===== src/hw/clrb_defs.vh =====
// constants for the charger limit register bank
// assumes a byte-wide register port decoded from an i2c engine elsewhere
`ifndef CLRB_DEFS_VH
`define CLRB_DEFS_VH
`define CLRB_ADDR_BOOST_LO   8'h06
`define CLRB_ADDR_BOOST_HI   8'h07
`define CLRB_ADDR_FLOOR_LO   8'h0A
`define CLRB_ADDR_FLOOR_HI   8'h0B
`define CLRB_ADDR_ILIM_LO    8'h24
`define CLRB_ADDR_ILIM_HI    8'h25
`define CLRB_HI_CODE_MASK    8'h3F
`define CLRB_HI_RSVD_MASK    8'hC0
`define CLRB_LO_CODE_MASK    8'hC0
`define CLRB_ILIM_CODE_MASK  8'h7F
`define CLRB_ILIM_RSVD_MASK  8'h80
`define CLRB_BYTE_ZERO       8'h00
`define CLRB_ILIM_CODE_ZERO  7'h00
`define CLRB_HI_CODE_MSB     5
`define CLRB_LO_CODE_MSB     7
`define CLRB_LO_CODE_LSB     6
`define CLRB_FLOOR_BASE_MV   16'h0C80
`define CLRB_BOOST_BASE_MV   16'h1180
`define CLRB_ILIM_BASE_MA    16'h0032
`define CLRB_FLOOR_DROP_MV   16'h0500
`define CLRB_VSTEP_SHIFT     6
`define CLRB_ISTEP_MA        16'h0032
`endif


===== src/hw/clrb_bank.v =====
// charger limit register bank: byte registers behind the i2c engine
// assumes one-cycle write and read strobes synchronous to clk
`default_nettype none
`include "clrb_defs.vh"

// Summary of operation
// - the applied current limit reads as a seven-bit field in high byte bits 6..0.
// - top reserved bits of each high byte reset to zero and a write of one there is invalid.
// - the low byte of the applied current report is reserved, read-only and zero.
// - the floor code is high bits 5..0 and low bits 7..6 weighted 8192 down to 64 mV.
// - a zero floor code means 3.2 V with the weighted bits added on top.
// - input voltage below the floor enters the throttle state, which asks the charger to lower charge current.
// - with no host write the floor defaults to 1.28 V under the unloaded input voltage.
// - the boost code is high bits 5..0 and low bits 7..6 weighted 8192 down to 64 mV.
// - a zero boost code means 4.48 V plus weighted bits, and the pair resets to zero.
// - low byte bits 5..0 of the floor and boost pairs are writable, ignored, reset zero.
// - the applied limit comes from the host setting or from the current optimizer.
// - a zero current code means 50 mA with weighted bits added on top.
module clrb_bank
(
   // clock and reset
   input  wire        clk,
   input  wire        rst,
   // register port
   input  wire [7:0]  reg_addr,
   input  wire        reg_wr,
   input  wire [7:0]  reg_wdata,
   input  wire        reg_rd,
   output reg  [7:0]  reg_rdata_q,
   output reg         reg_invalid_q,
   // analog side
   input  wire [6:0]  host_current_setting,
   input  wire [6:0]  optimizer_current,
   input  wire        optimizer_active,
   input  wire [15:0] unloaded_bus_mv,
   input  wire [15:0] input_bus_voltage_mv,
   output reg  [15:0] input_voltage_floor_mv_q,
   output reg  [15:0] boost_output_voltage_mv_q,
   output reg  [15:0] applied_current_limit_ma_q,
   output reg         input_power_throttle_state_q
);

   // stored bytes
   reg [7:0]  boost_lo_q;
   reg [7:0]  boost_hi_q;
   reg [7:0]  floor_lo_q;
   reg [7:0]  floor_hi_q;
   reg        floor_written_q;
   reg [6:0]  ilim_code_q;
   wire [7:0] floor_code;
   wire [7:0] boost_code;
   wire [6:0] ilim_src;
   wire [15:0] floor_mv;
   reg  [7:0] rd_d;
   // write strobes and next values
   wire        wr_boost_lo;
   wire        wr_boost_hi;
   wire        wr_floor_lo;
   wire        wr_floor_hi;
   wire        wr_ilim_hi;
   wire        invalid_d;
   wire [15:0] boost_mv_d;
   wire [15:0] ilim_ma_d;
   wire        throttle_d;

   // eight-bit code to millivolts, 64 mV a step
   function [15:0] code_to_mv;
      input [7:0]  code;
      input [15:0] base;
      begin
         code_to_mv = base + ({8'h00, code} << `CLRB_VSTEP_SHIFT);
      end
   endfunction

   // eight-bit code from high bits 5..0 and low bits 7..6 of a pair
   function [7:0] join_code;
      input [7:0] hi;
      input [7:0] lo;
      begin
         join_code = {hi[`CLRB_HI_CODE_MSB:0], lo[`CLRB_LO_CODE_MSB:`CLRB_LO_CODE_LSB]};
      end
   endfunction

   // any reserved top bit set in a written byte
   function rsvd_set;
      input [7:0] data;
      input [7:0] mask;
      begin
         rsvd_set = |(data & mask);
      end
   endfunction

   assign floor_code = join_code(floor_hi_q, floor_lo_q);
   assign boost_code = join_code(boost_hi_q, boost_lo_q);
   // optimizer result overrides the host value once it has run
   assign ilim_src   = optimizer_active ? optimizer_current : host_current_setting;
   // before any host write the floor tracks the unloaded bus minus its margin
   assign floor_mv   = floor_written_q ? code_to_mv(floor_code, `CLRB_FLOOR_BASE_MV)
                       : (unloaded_bus_mv - `CLRB_FLOOR_DROP_MV);

   // write decode, each pair on two neighbouring addresses
   assign wr_boost_lo = reg_wr && (reg_addr == `CLRB_ADDR_BOOST_LO);
   assign wr_boost_hi = reg_wr && (reg_addr == `CLRB_ADDR_BOOST_HI);
   assign wr_floor_lo = reg_wr && (reg_addr == `CLRB_ADDR_FLOOR_LO);
   assign wr_floor_hi = reg_wr && (reg_addr == `CLRB_ADDR_FLOOR_HI);
   assign wr_ilim_hi  = reg_wr && (reg_addr == `CLRB_ADDR_ILIM_HI);
   // a one in any reserved top bit marks the write invalid
   assign invalid_d   = (wr_boost_hi && rsvd_set(reg_wdata, `CLRB_HI_RSVD_MASK))
                        || (wr_floor_hi && rsvd_set(reg_wdata, `CLRB_HI_RSVD_MASK))
                        || (wr_ilim_hi && rsvd_set(reg_wdata, `CLRB_ILIM_RSVD_MASK));

   // analog next values
   assign boost_mv_d  = code_to_mv(boost_code, `CLRB_BOOST_BASE_MV);
   // 16-bit product keeps the 6400 mA top of range with room to spare
   assign ilim_ma_d   = `CLRB_ILIM_BASE_MA + ({9'h000, ilim_code_q} * `CLRB_ISTEP_MA);
   // sag below floor asks the charger to cut charge current
   assign throttle_d  = (input_bus_voltage_mv < floor_mv);

   // boost low byte, bits 5..0 kept only for readback
   always @(posedge clk or posedge rst)
   begin
      if (rst)
         boost_lo_q <= `CLRB_BYTE_ZERO;
      else if (wr_boost_lo)
         boost_lo_q <= reg_wdata;
   end

   // boost high byte, reserved top bits never stored
   always @(posedge clk or posedge rst)
   begin
      if (rst)
         boost_hi_q <= `CLRB_BYTE_ZERO;
      else if (wr_boost_hi)
         boost_hi_q <= reg_wdata & `CLRB_HI_CODE_MASK;
   end

   // floor low byte, bits 5..0 kept only for readback
   always @(posedge clk or posedge rst)
   begin
      if (rst)
         floor_lo_q <= `CLRB_BYTE_ZERO;
      else if (wr_floor_lo)
         floor_lo_q <= reg_wdata;
   end

   // floor high byte, reserved top bits never stored
   always @(posedge clk or posedge rst)
   begin
      if (rst)
         floor_hi_q <= `CLRB_BYTE_ZERO;
      else if (wr_floor_hi)
         floor_hi_q <= reg_wdata & `CLRB_HI_CODE_MASK;
   end

   // first write of either floor byte hands the floor to the register, so a
   // pair written one byte at a time shows a mixed code for a cycle or two
   always @(posedge clk or posedge rst)
   begin
      if (rst)
         floor_written_q <= 1'b0;
      else if (wr_floor_lo || wr_floor_hi)
         floor_written_q <= 1'b1;
   end

   // invalid-write pulse; writes to read-only or unmapped bytes are dropped
   always @(posedge clk or posedge rst)
   begin
      if (rst)
         reg_invalid_q <= 1'b0;
      else
         reg_invalid_q <= invalid_d;
   end

   // read mux, unmapped addresses read zero
   always @*
   begin
      case (reg_addr)
         `CLRB_ADDR_BOOST_LO: rd_d = boost_lo_q;
         `CLRB_ADDR_BOOST_HI: rd_d = boost_hi_q;
         `CLRB_ADDR_FLOOR_LO: rd_d = floor_lo_q;
         `CLRB_ADDR_FLOOR_HI: rd_d = floor_hi_q;
         `CLRB_ADDR_ILIM_LO:  rd_d = `CLRB_BYTE_ZERO;
         `CLRB_ADDR_ILIM_HI:  rd_d = {1'b0, ilim_code_q};
         default:             rd_d = `CLRB_BYTE_ZERO;
      endcase
   end

   // read data holds until the next read strobe
   always @(posedge clk or posedge rst)
   begin
      if (rst)
         reg_rdata_q <= `CLRB_BYTE_ZERO;
      else if (reg_rd)
         reg_rdata_q <= rd_d;
   end

   // applied code sampled every cycle from host or optimizer
   always @(posedge clk or posedge rst)
   begin
      if (rst)
         ilim_code_q <= `CLRB_ILIM_CODE_ZERO;
      else
         ilim_code_q <= ilim_src;
   end

   // analog outputs, registered so each comes straight from a flop
   always @(posedge clk or posedge rst)
   begin
      if (rst)
      begin
         input_voltage_floor_mv_q     <= `CLRB_FLOOR_BASE_MV;
         boost_output_voltage_mv_q    <= `CLRB_BOOST_BASE_MV;
         applied_current_limit_ma_q   <= `CLRB_ILIM_BASE_MA;
         input_power_throttle_state_q <= 1'b0;
      end
      else
      begin
         input_voltage_floor_mv_q     <= floor_mv;
         boost_output_voltage_mv_q    <= boost_mv_d;
         applied_current_limit_ma_q   <= ilim_ma_d;
         input_power_throttle_state_q <= throttle_d;
      end
   end

endmodule // clrb_bank
`default_nettype wire


===== config.mk =====
export PLATFORM = sky130hd
export DESIGN_NAME = clrb_bank
export DESIGN_NICKNAME = d
export VERILOG_FILES = /design/src/hw/clrb_bank.v
export VERILOG_INCLUDE_DIRS = /design/src /design/src/hw
export SDC_FILE = /design/constraint.sdc
export NUM_CORES = 1
export LEC_CHECK = 0
export ABC_AREA = 1
export BUFFER_PORTS_ARGS = -buffer_cell sky130_fd_sc_hd__buf_2
export CAP_MARGIN = 20
export CORE_ASPECT_RATIO = 1.25
export CORE_MARGIN = 1
export CORE_UTILIZATION = 40
export CTS_CLUSTER_DIAMETER = 100
export DETAILED_ROUTE_END_ITERATION = 7
export PLACE_DENSITY = 0.69
export SYNTH_ARGS = -nofsm -noshare
export SYNTH_HDL_FRONTEND = slang
export SYNTH_SLANG_ARGS = --single-unit
export TNS_END_PERCENT = 5

===== constraint.sdc =====
create_clock -name clk -period 2.89 [get_ports clk]
set_input_delay 0.1445 -clock clk [delete_from_list [all_inputs] [get_ports clk]]
set_output_delay 0.1445 -clock clk [all_outputs]
set_load 0.03 [all_outputs]

==> results of run 1 <==
[power by group]
part / internal (mW) / switching, mW
Clock: 0.611 / 0.476
Combinational: 0.347 / 0.673
Sequential: 1.30 / 0.0526
Total: 2.26 / 1.20
[layer usage]
metal,vias to the layer above,track usage [%],wire length (um)
met2,121,31.9,5610
met5,-,0,0
met4,0,8.27,261
met3,17,3.52,517
met1,1863,20.5,4530
li1,2053,-,-
[state kept, by name (all words and copies together), names as in the netlist, 7 cells and up]
signal	flops
boost_output_voltage_mv_q	9
applied_current_limit_ma_q	13
reg_rdata_q	8
ilim_code_q	7
input_voltage_floor_mv_q	16
floor_lo_q	8
boost_lo_q	8
[through the flow]
stage	setup slack [ns]	util (%)	setup TNS, ns	power [mW]
after floorplan	0.218	-	0	2.10
final	0.125	50.5	0	3.46
after CTS	0.0388	50.3	0	3.47
after global placement	0.0942	47.7	0	2.34
after global routing	-0.00115	50.5	-0.00115	3.66
after detailed placement	-0.00303	47.7	-0.00303	2.36
[cells by family after synthesis]
kind of cell / after synthesis
xor gates and xnor gates: 14
muxes: 7
DFF: 84
buffers and inverters: 97
and+or+nand+nor: 255
AOI/OAI and AO/OA: 67
other: 1
adders and majority gates: 46
[path summary, 6_finish.rpt]
check	from	to	slack [ns]
max	ilim_code_q[2]	applied_current_limit_ma_q[12]	0.13
max in group asynchronous	rst	applied_current_limit_ma_q[1]	2.08
max reg2reg	ilim_code_q[2]	applied_current_limit_ma_q[12]	0.13
min	unloaded_bus_mv[2]	input_voltage_floor_mv_q[2]	0.03
min in group asynchronous	rst	input_voltage_floor_mv_q[3]	0.44
min reg2reg	boost_lo_q[6]	boost_output_voltage_mv_q[6]	0.42
[cells in the mapped netlist, drive strengths merged (2+ instances only)]
cell	n	area share, %
nand4	6	0.77
nand2	142	11
nand3b	4	0.62
ha	44	11
xor2	9	1.6
or2	2	0.26
mux2	7	1.6
dfstp	9	4.8
xnor2	5	0.90
nor2	47	3.8
buf	13	2.1
inv	78	6.0
dfrtp	75	38
fa	2	0.82
nor3	9	1.7
clkbuf	6	0.46
a21oi	19	1.9
o21a	2	0.31
nand3	43	4.7
o21ai	44	5.7
[layout make-up]
class                      instances  area, um2  area share (%)
clock buffer                      10        239            4.04
sequential                        84       2110            35.7
inverter                          78        294            4.97
timing repair buffer             118        616            10.4
clock inverter                     6       46.3           0.782
tap                              161        201            3.40
multi-input combinational        399       2410            40.7
[worst max-delay path, cell delays in order, from the launching register on]
cell	delay (ns)
dfrtp_2	0.44
ha_1	0.31
ha_1	0.31
fa_1	0.51
ha_4	0.31
inv_2	0.04
nand2_1	0.11
nand3_1	0.13
nand2_1	0.10
nand2_1	0.05
nand2_1	0.14
nand3_1	0.09
nand2_1	0.06
nand2_1	0.05
[timing repair]
action / CTS / global route
hold buffers: 1 / 0
gates resized for setup: 1 / 5
pin swaps: 0 / 0
endpoints found under the hold margin: 75 / 0
setup endpoints to repair: 1 / 4
buffers inserted: 0 / 0
==> results.md, run 1 <==
- Final Cell Area: around 5900 um2
- Largest family of logic cells by synthesized area: simple AND/OR/NAND/NOR gates
- Die H: roughly 130 um
- DRC Markers: 0
- Power per Cell Area: approximately 580 nW/um2
- Library cells used by synthesis: 38
- Crit path DAT: between 2 and 3 ns
- Total grt overflow: 0
- Core region area: around 12000 um2
- Synth warn: 0
- Drt via density: approximately 4.7
- Clk sinks: 84
- Avg Inst Size Synth: between 8 and 9 um2
- Row count: 44
- Worst-margin pin slew: about 0.61 ns
- Synth Area in Compound Gates: under 10%
- Placed instance area: roughly 5600 um2
- Initial Util: approximately two fifths
- Drt total wl: roughly 11 mm
- # diodes: 0
- CTS tree: built
- Nets@finish: about 800
- DRT iter0 DRCs: between 150 and 200
- # port buffers: 114
- Worst hold path type: input pin to register
- First-pass GRT wire length: around 18 mm
- Synth Area in XOR/XNOR: roughly 2.5%
- Most frequent cells in the layout: nand2_1 (135), buf_2 (114), dfrtp_1 (74)
- Via count: a little over 4000
- Die area: between 10000 and 15000 um2
- DRT antenna net count: 0
- Gpl congestion: 0.849
- EDFF count, synth: 0
- Placed insts: roughly 840
- Slew Limit Headroom: between 50% and 60%
- Post-Synthesis Cells: 571
- Status: completed
- F_max: roughly 0.36 GHz
- Reg2reg path depth: 13
- Peak supply drop: around 340 uV
- Final Hold Fails: 0
- Number of buffers created by CTS: 9
- Hold_ws: 0.0298 ns
- Worst-case clock skew: a little over 0.01 ns
- Finish-stage setup viols: 0
- Initial antenna violation count: 0
- Non-filler cells, final: 856
- Adder-Cell Fraction of Synth Area: about an eighth
- FF+latch count, synth: 84
- Leak: 3.28 nW
- Setup CP Type: register to register
- Mapped Area: just under 5000 um2
- Num ports: between 100 and 150
- CP startpoint kind: register
- Routed WL per cell: between 10 and 15 um
- Final min period: around 2.8 ns
- Period utilisation layout: between 90% and 100%
- Sequential area share after synthesis: 43.3%
- Final Max Slew Viols: 0
- CP Max Fanout: 5
- Max-cap violations: 0
- Worst EP required: about 3.1 ns
- Async set or reset register ratio after synthesis: 100%
- Worst-skew pair later-pin latency: 0.34 ns
- Fillcell total: 1083
- Setup crit end kind: register
- TritonRoute pass-1 iters: 4
- Simple-gate area share of the yosys netlist: about a quarter
- Htree depth: 3
- Die width: just over 100 um
- Hold depth: 3
- Most common cell after layout, fill and taps aside: nand2_1
- Layout cells sized above 1: a little over a quarter
- Area Overhead vs Synth: 21.3%
- Reg clk slew, reported paths: roughly 0.070 ns
- Top_reg_cell synth: dfrtp_1
- Clock root cell: clkbuf_16
- DP Wirelength: about 8.7 mm
- Vias in the first global route: a little under 4000
- GRT Total Usage: about 18%
- Clock Tree Buf Depth: 2
- Mux share of post-synthesis cell area: under 10%
- Largest net degree at the start of global routing: 85
Power figures use the tool's default switching activity.
==> run 2, diff against run 1 <==
Settings changed: ABC_AREA 1 to not set, PLACE_DENSITY 0.69 to 0.7.
==> results.md, run 2 <==
- Status: complete, but fails checks
- Failing checks: design-rule violations
- Cell accounting for the most synthesized area: dfrtp_1
- Largest family of logic cells by synthesized area: adder cells
- Die width: 97.7 um (-3.1%)
- F_max: 0.351 GHz (-2.9%)
- Clock Tree Buf Depth: 2 (unchanged)
- Clk pwr share: 30.7% (-0.7 points)
- Total grt overflow: 0 (unchanged)
- Crit path DAT: 3.07 ns (+0.08 ns)
- Layout Utilization: 52.6% (+2.1 points)
- Most common cell after layout, fill and taps aside: buf_2
- R2r endpoint: applied_current_limit_ma_q[11]
- Gpl congestion: 0.864 (+1.7%)
- Worst-margin pin slew: 0.743 ns (+0.133 ns)
- Vias in the first global route: 3401 (-12%)
- Number of buffers created by CTS: 9 (unchanged)
- Max reg flops: 16 (unchanged)
- Synth Area in Compound Gates: 10.1% (+1.8 points)
- Combinational Power Share: 34.1% (+4.6 points)
- Setup crit end kind: register
- Hold_ws: 0.0362 ns (+0.00644 ns)
- Reg2reg path depth: 9 (-4)
- Top_reg_cell synth: dfrtp_1
- Simple-gate area share of the yosys netlist: 9.49% (-14 points)
- Routed WL per cell: 15.6 um (+22%)
- Worst-case clock skew: 0.00579 ns (-0.00453 ns)
- Crit path to: applied_current_limit_ma_q[11]
- Clock root cell: clkbuf_16
- Worst hold path type: input pin to register
- Final Hold Fails: 0 (unchanged)
- Synth Area in XOR/XNOR: 6.32% (+3.8 points)
- DRT antenna net count: 0 (unchanged)
- Htree depth: 3 (unchanged)
- Post-Synthesis Cells: 407 (-29%)
- GRT Total Usage: 18.4% (+0.47 points)
- Most frequent cells after synthesis: dfrtp_1 (75), ha_1 (44), mux2_2 (37)
- Slew Limit Headroom: 50.1% (-8.9 points)
- Worst EP required: 3.11 ns (about the same)
- RSZ-0062 raised after global routing: true
- # port buffers: 114 (unchanged)
- Row count: 43 (-2.3%)
- Top-area cell type share of the netlist area: 41.0% (+2.6 points)
- Max-cap violations: 0 (unchanged)
- Most frequent cells in the layout: buf_2 (114), dfrtp_1 (74), ha_1 (39)
- Power per Cell Area: 678 nW/um2 (+16%)
- Worst-skew pair later-pin latency: 0.34 ns (about the same)
- Die H: 122 um (-3.1%)
- Initial antenna violation count: 0 (unchanged)
- Mux share of post-synthesis cell area: 9.76% (+8.1 points)
- Adder-Cell Fraction of Synth Area: 12.9% (+0.81 points)
- Avg Inst Size Synth: 11.2 um2 (+31%)
- Via count: 3440 (-15%)
- Sequential share of power: 35.2% (-3.9 points)
- R2R Path Start: ilim_code_q[2]
- Cell with the most instances after synthesis: dfrtp_1
- EDFF count, synth: 0 (unchanged)
- Mapped Area: 4580 um2 (-6.3%)
- CP startpoint kind: register
- TritonRoute pass-1 iters: 6 (+2)
- Area Overhead vs Synth: 28.0%
- Core region area: 11100 um2 (-5.0%)
- Reg clk slew, reported paths: 0.06 ns (about the same)
- Async set or reset register ratio after synthesis: 100% (unchanged)
- Period utilisation layout: 98.6% (+2.9 points)
- Finish-stage setup viols: 0 (unchanged)
- Die area: 11900 um2 (-6.2%)
- FF-to-FF setup slack: 0.04 ns (-0.08 ns)
- Top cells by area, synth: dfrtp_1 (41%), ha_1 (12%), mux2_2 (9.1%)
- Largest net degree at the start of global routing: 54 (-36%)
- Sw Ratio: 33.2% (-1.5 points)
- CP Max Fanout: 4 (-1)
- DRT iter0 DRCs: 167 (-8.7%)
- DP Wirelength: 7.92 mm (-9.0%)
- Peak supply drop: 444 uV (+30%)
- Num ports: 125 (unchanged)
- Sequential area share after synthesis: 46.2% (+2.9 points)
- Nets@finish: 650 (-19%)
- Initial Util: 41.1% (-0.55 points)
- Fillcell total: 964 (-11%)
- Clk sinks: 84 (unchanged)
- Leak: 2.94 nW (-10%)
- Library cells used by synthesis: 47 (+24%)
- Synth warn: 0 (unchanged)
- Psw: 1.32 mW (+9.6%)
- Cell internal pwr: 2.65 mW (+17%)
- Top Registers: input_voltage_floor_mv_q (16), applied_current_limit_ma_q (13), boost_output_voltage_mv_q (9)
- CTS tree: built
- Final Max Slew Viols: 0 (unchanged)
- Layout cells sized above 1: 40.4% (+13 points)
- Largest register by flop count: input_voltage_floor_mv_q
- Setup CP Type: register to register
- Drt via density: 5.07 (+7.1%)
- Drt total wl: 10.6 mm (-3.1%)
- Critical path launch point: ilim_code_q[2]
- FF+latch count, synth: 84 (unchanged)
- First-pass GRT wire length: 16.9 mm (-3.8%)
- Final min period: 2.85 ns (+0.0839 ns)
- DRC Markers: 60 (+60)
## run 2: cells by family after synthesis
| family | Yosys count |
|---|---|
| adder cells (fa/ha/maj) | 46 |
| XOR/XNOR | 33 |
| AO/OA/AOI/OAI | 70 |
| other | 1 |
| multiplexers | 40 |
| buffers and inverters | 53 |
| flip-flops | 84 |
| AND/OR/NAND/NOR | 80 |
## run 2: per-stage QoR
step / power [mW] / TNS, ns / setup slack (ns) / std cells / area, um2
final: 3.97 / 0 / 0.0411 / 678 / 5860
after global routing: 4.19 / -0.231 / -0.0817 / 677 / 5850
after CTS: 3.87 / 0 / 0.0125 / 673 / 5720
after detailed placement: 2.57 / -0.133 / -0.0644 / 656 / 5340
after global placement: 2.54 / 0 / 0.00842 / 656 / 5340
after floorplan: 2.21 / 0 / 0.000290 / 416 / 4620
## run 2: final cells by class
type	count	area (um2)	share of cell area (%)
sequential	84	2110	36.1
clock buffer	10	229	3.91
antenna	1	2.50	0.0427
tap	135	169	2.88
multi-input combinational	279	2420	41.3
inverter	32	121	2.07
clock inverter	6	88.8	1.52
timing repair buffer	131	713	12.2
## run 2: power groups by stage
stage / sequential, mW / combinational (mW) / clock, mW
global route: 1.41 / 1.47 / 1.31
floorplan: 1.63 / 0.583 / 0
CTS: 1.40 / 1.22 / 1.25
finish: 1.40 / 1.35 / 1.22
global placement: 1.41 / 1.13 / 0
detailed placement: 1.42 / 1.15 / 0
## run 2: routing by layer
layer / track usage, % / wire (um) / part of all wire [%]
met2: 32.3 / 5420 / 51
met5: 0 / 0 / 0
met4: 5.68 / 125 / 1.2
met3: 4.19 / 616 / 5.8
met1: 22.7 / 4420 / 42
## run 2: timing repair
item	in CTS	in global routing
hold endpoints to repair	28	0
buffers inserted	0	4
gates resized for setup	8	16
endpoints found under the setup margin	3	6
hold buffers	1	0
pin swaps	1	12
## run 2: worst max-delay path: stages (launching register included)
cell and delay [ns]:
dfrtp_1 0.41, ha_1 0.29, ha_1 0.29, fa_1 0.48, ha_4 0.35, nand4_1 0.11, nand3_1 0.18, xor2_1 0.33
nand3_2 0.13, xor2_1 0.16
## run 2: worst min path at each step
| stage | from | slack (ns) | end | cells past startpoint |
|---|---|---|---|---|
| 2_1_floorplan | reg_wdata[7] | 0.27 | reg_invalid_q | 2 |
| 3_3_place_gp | rst | 0.21 | reg_invalid_q | 2 |
| 3_5_place_dp | rst | 0.22 | applied_current_limit_ma_q[6] | 2 |
| 4_1_cts | unloaded_bus_mv[1] | 0.02 | input_voltage_floor_mv_q[1] | 3 |
| 5_1_grt | unloaded_bus_mv[1] | 0.03 | input_voltage_floor_mv_q[1] | 3 |
| 6_report | unloaded_bus_mv[1] | 0.04 | input_voltage_floor_mv_q[1] | 3 |
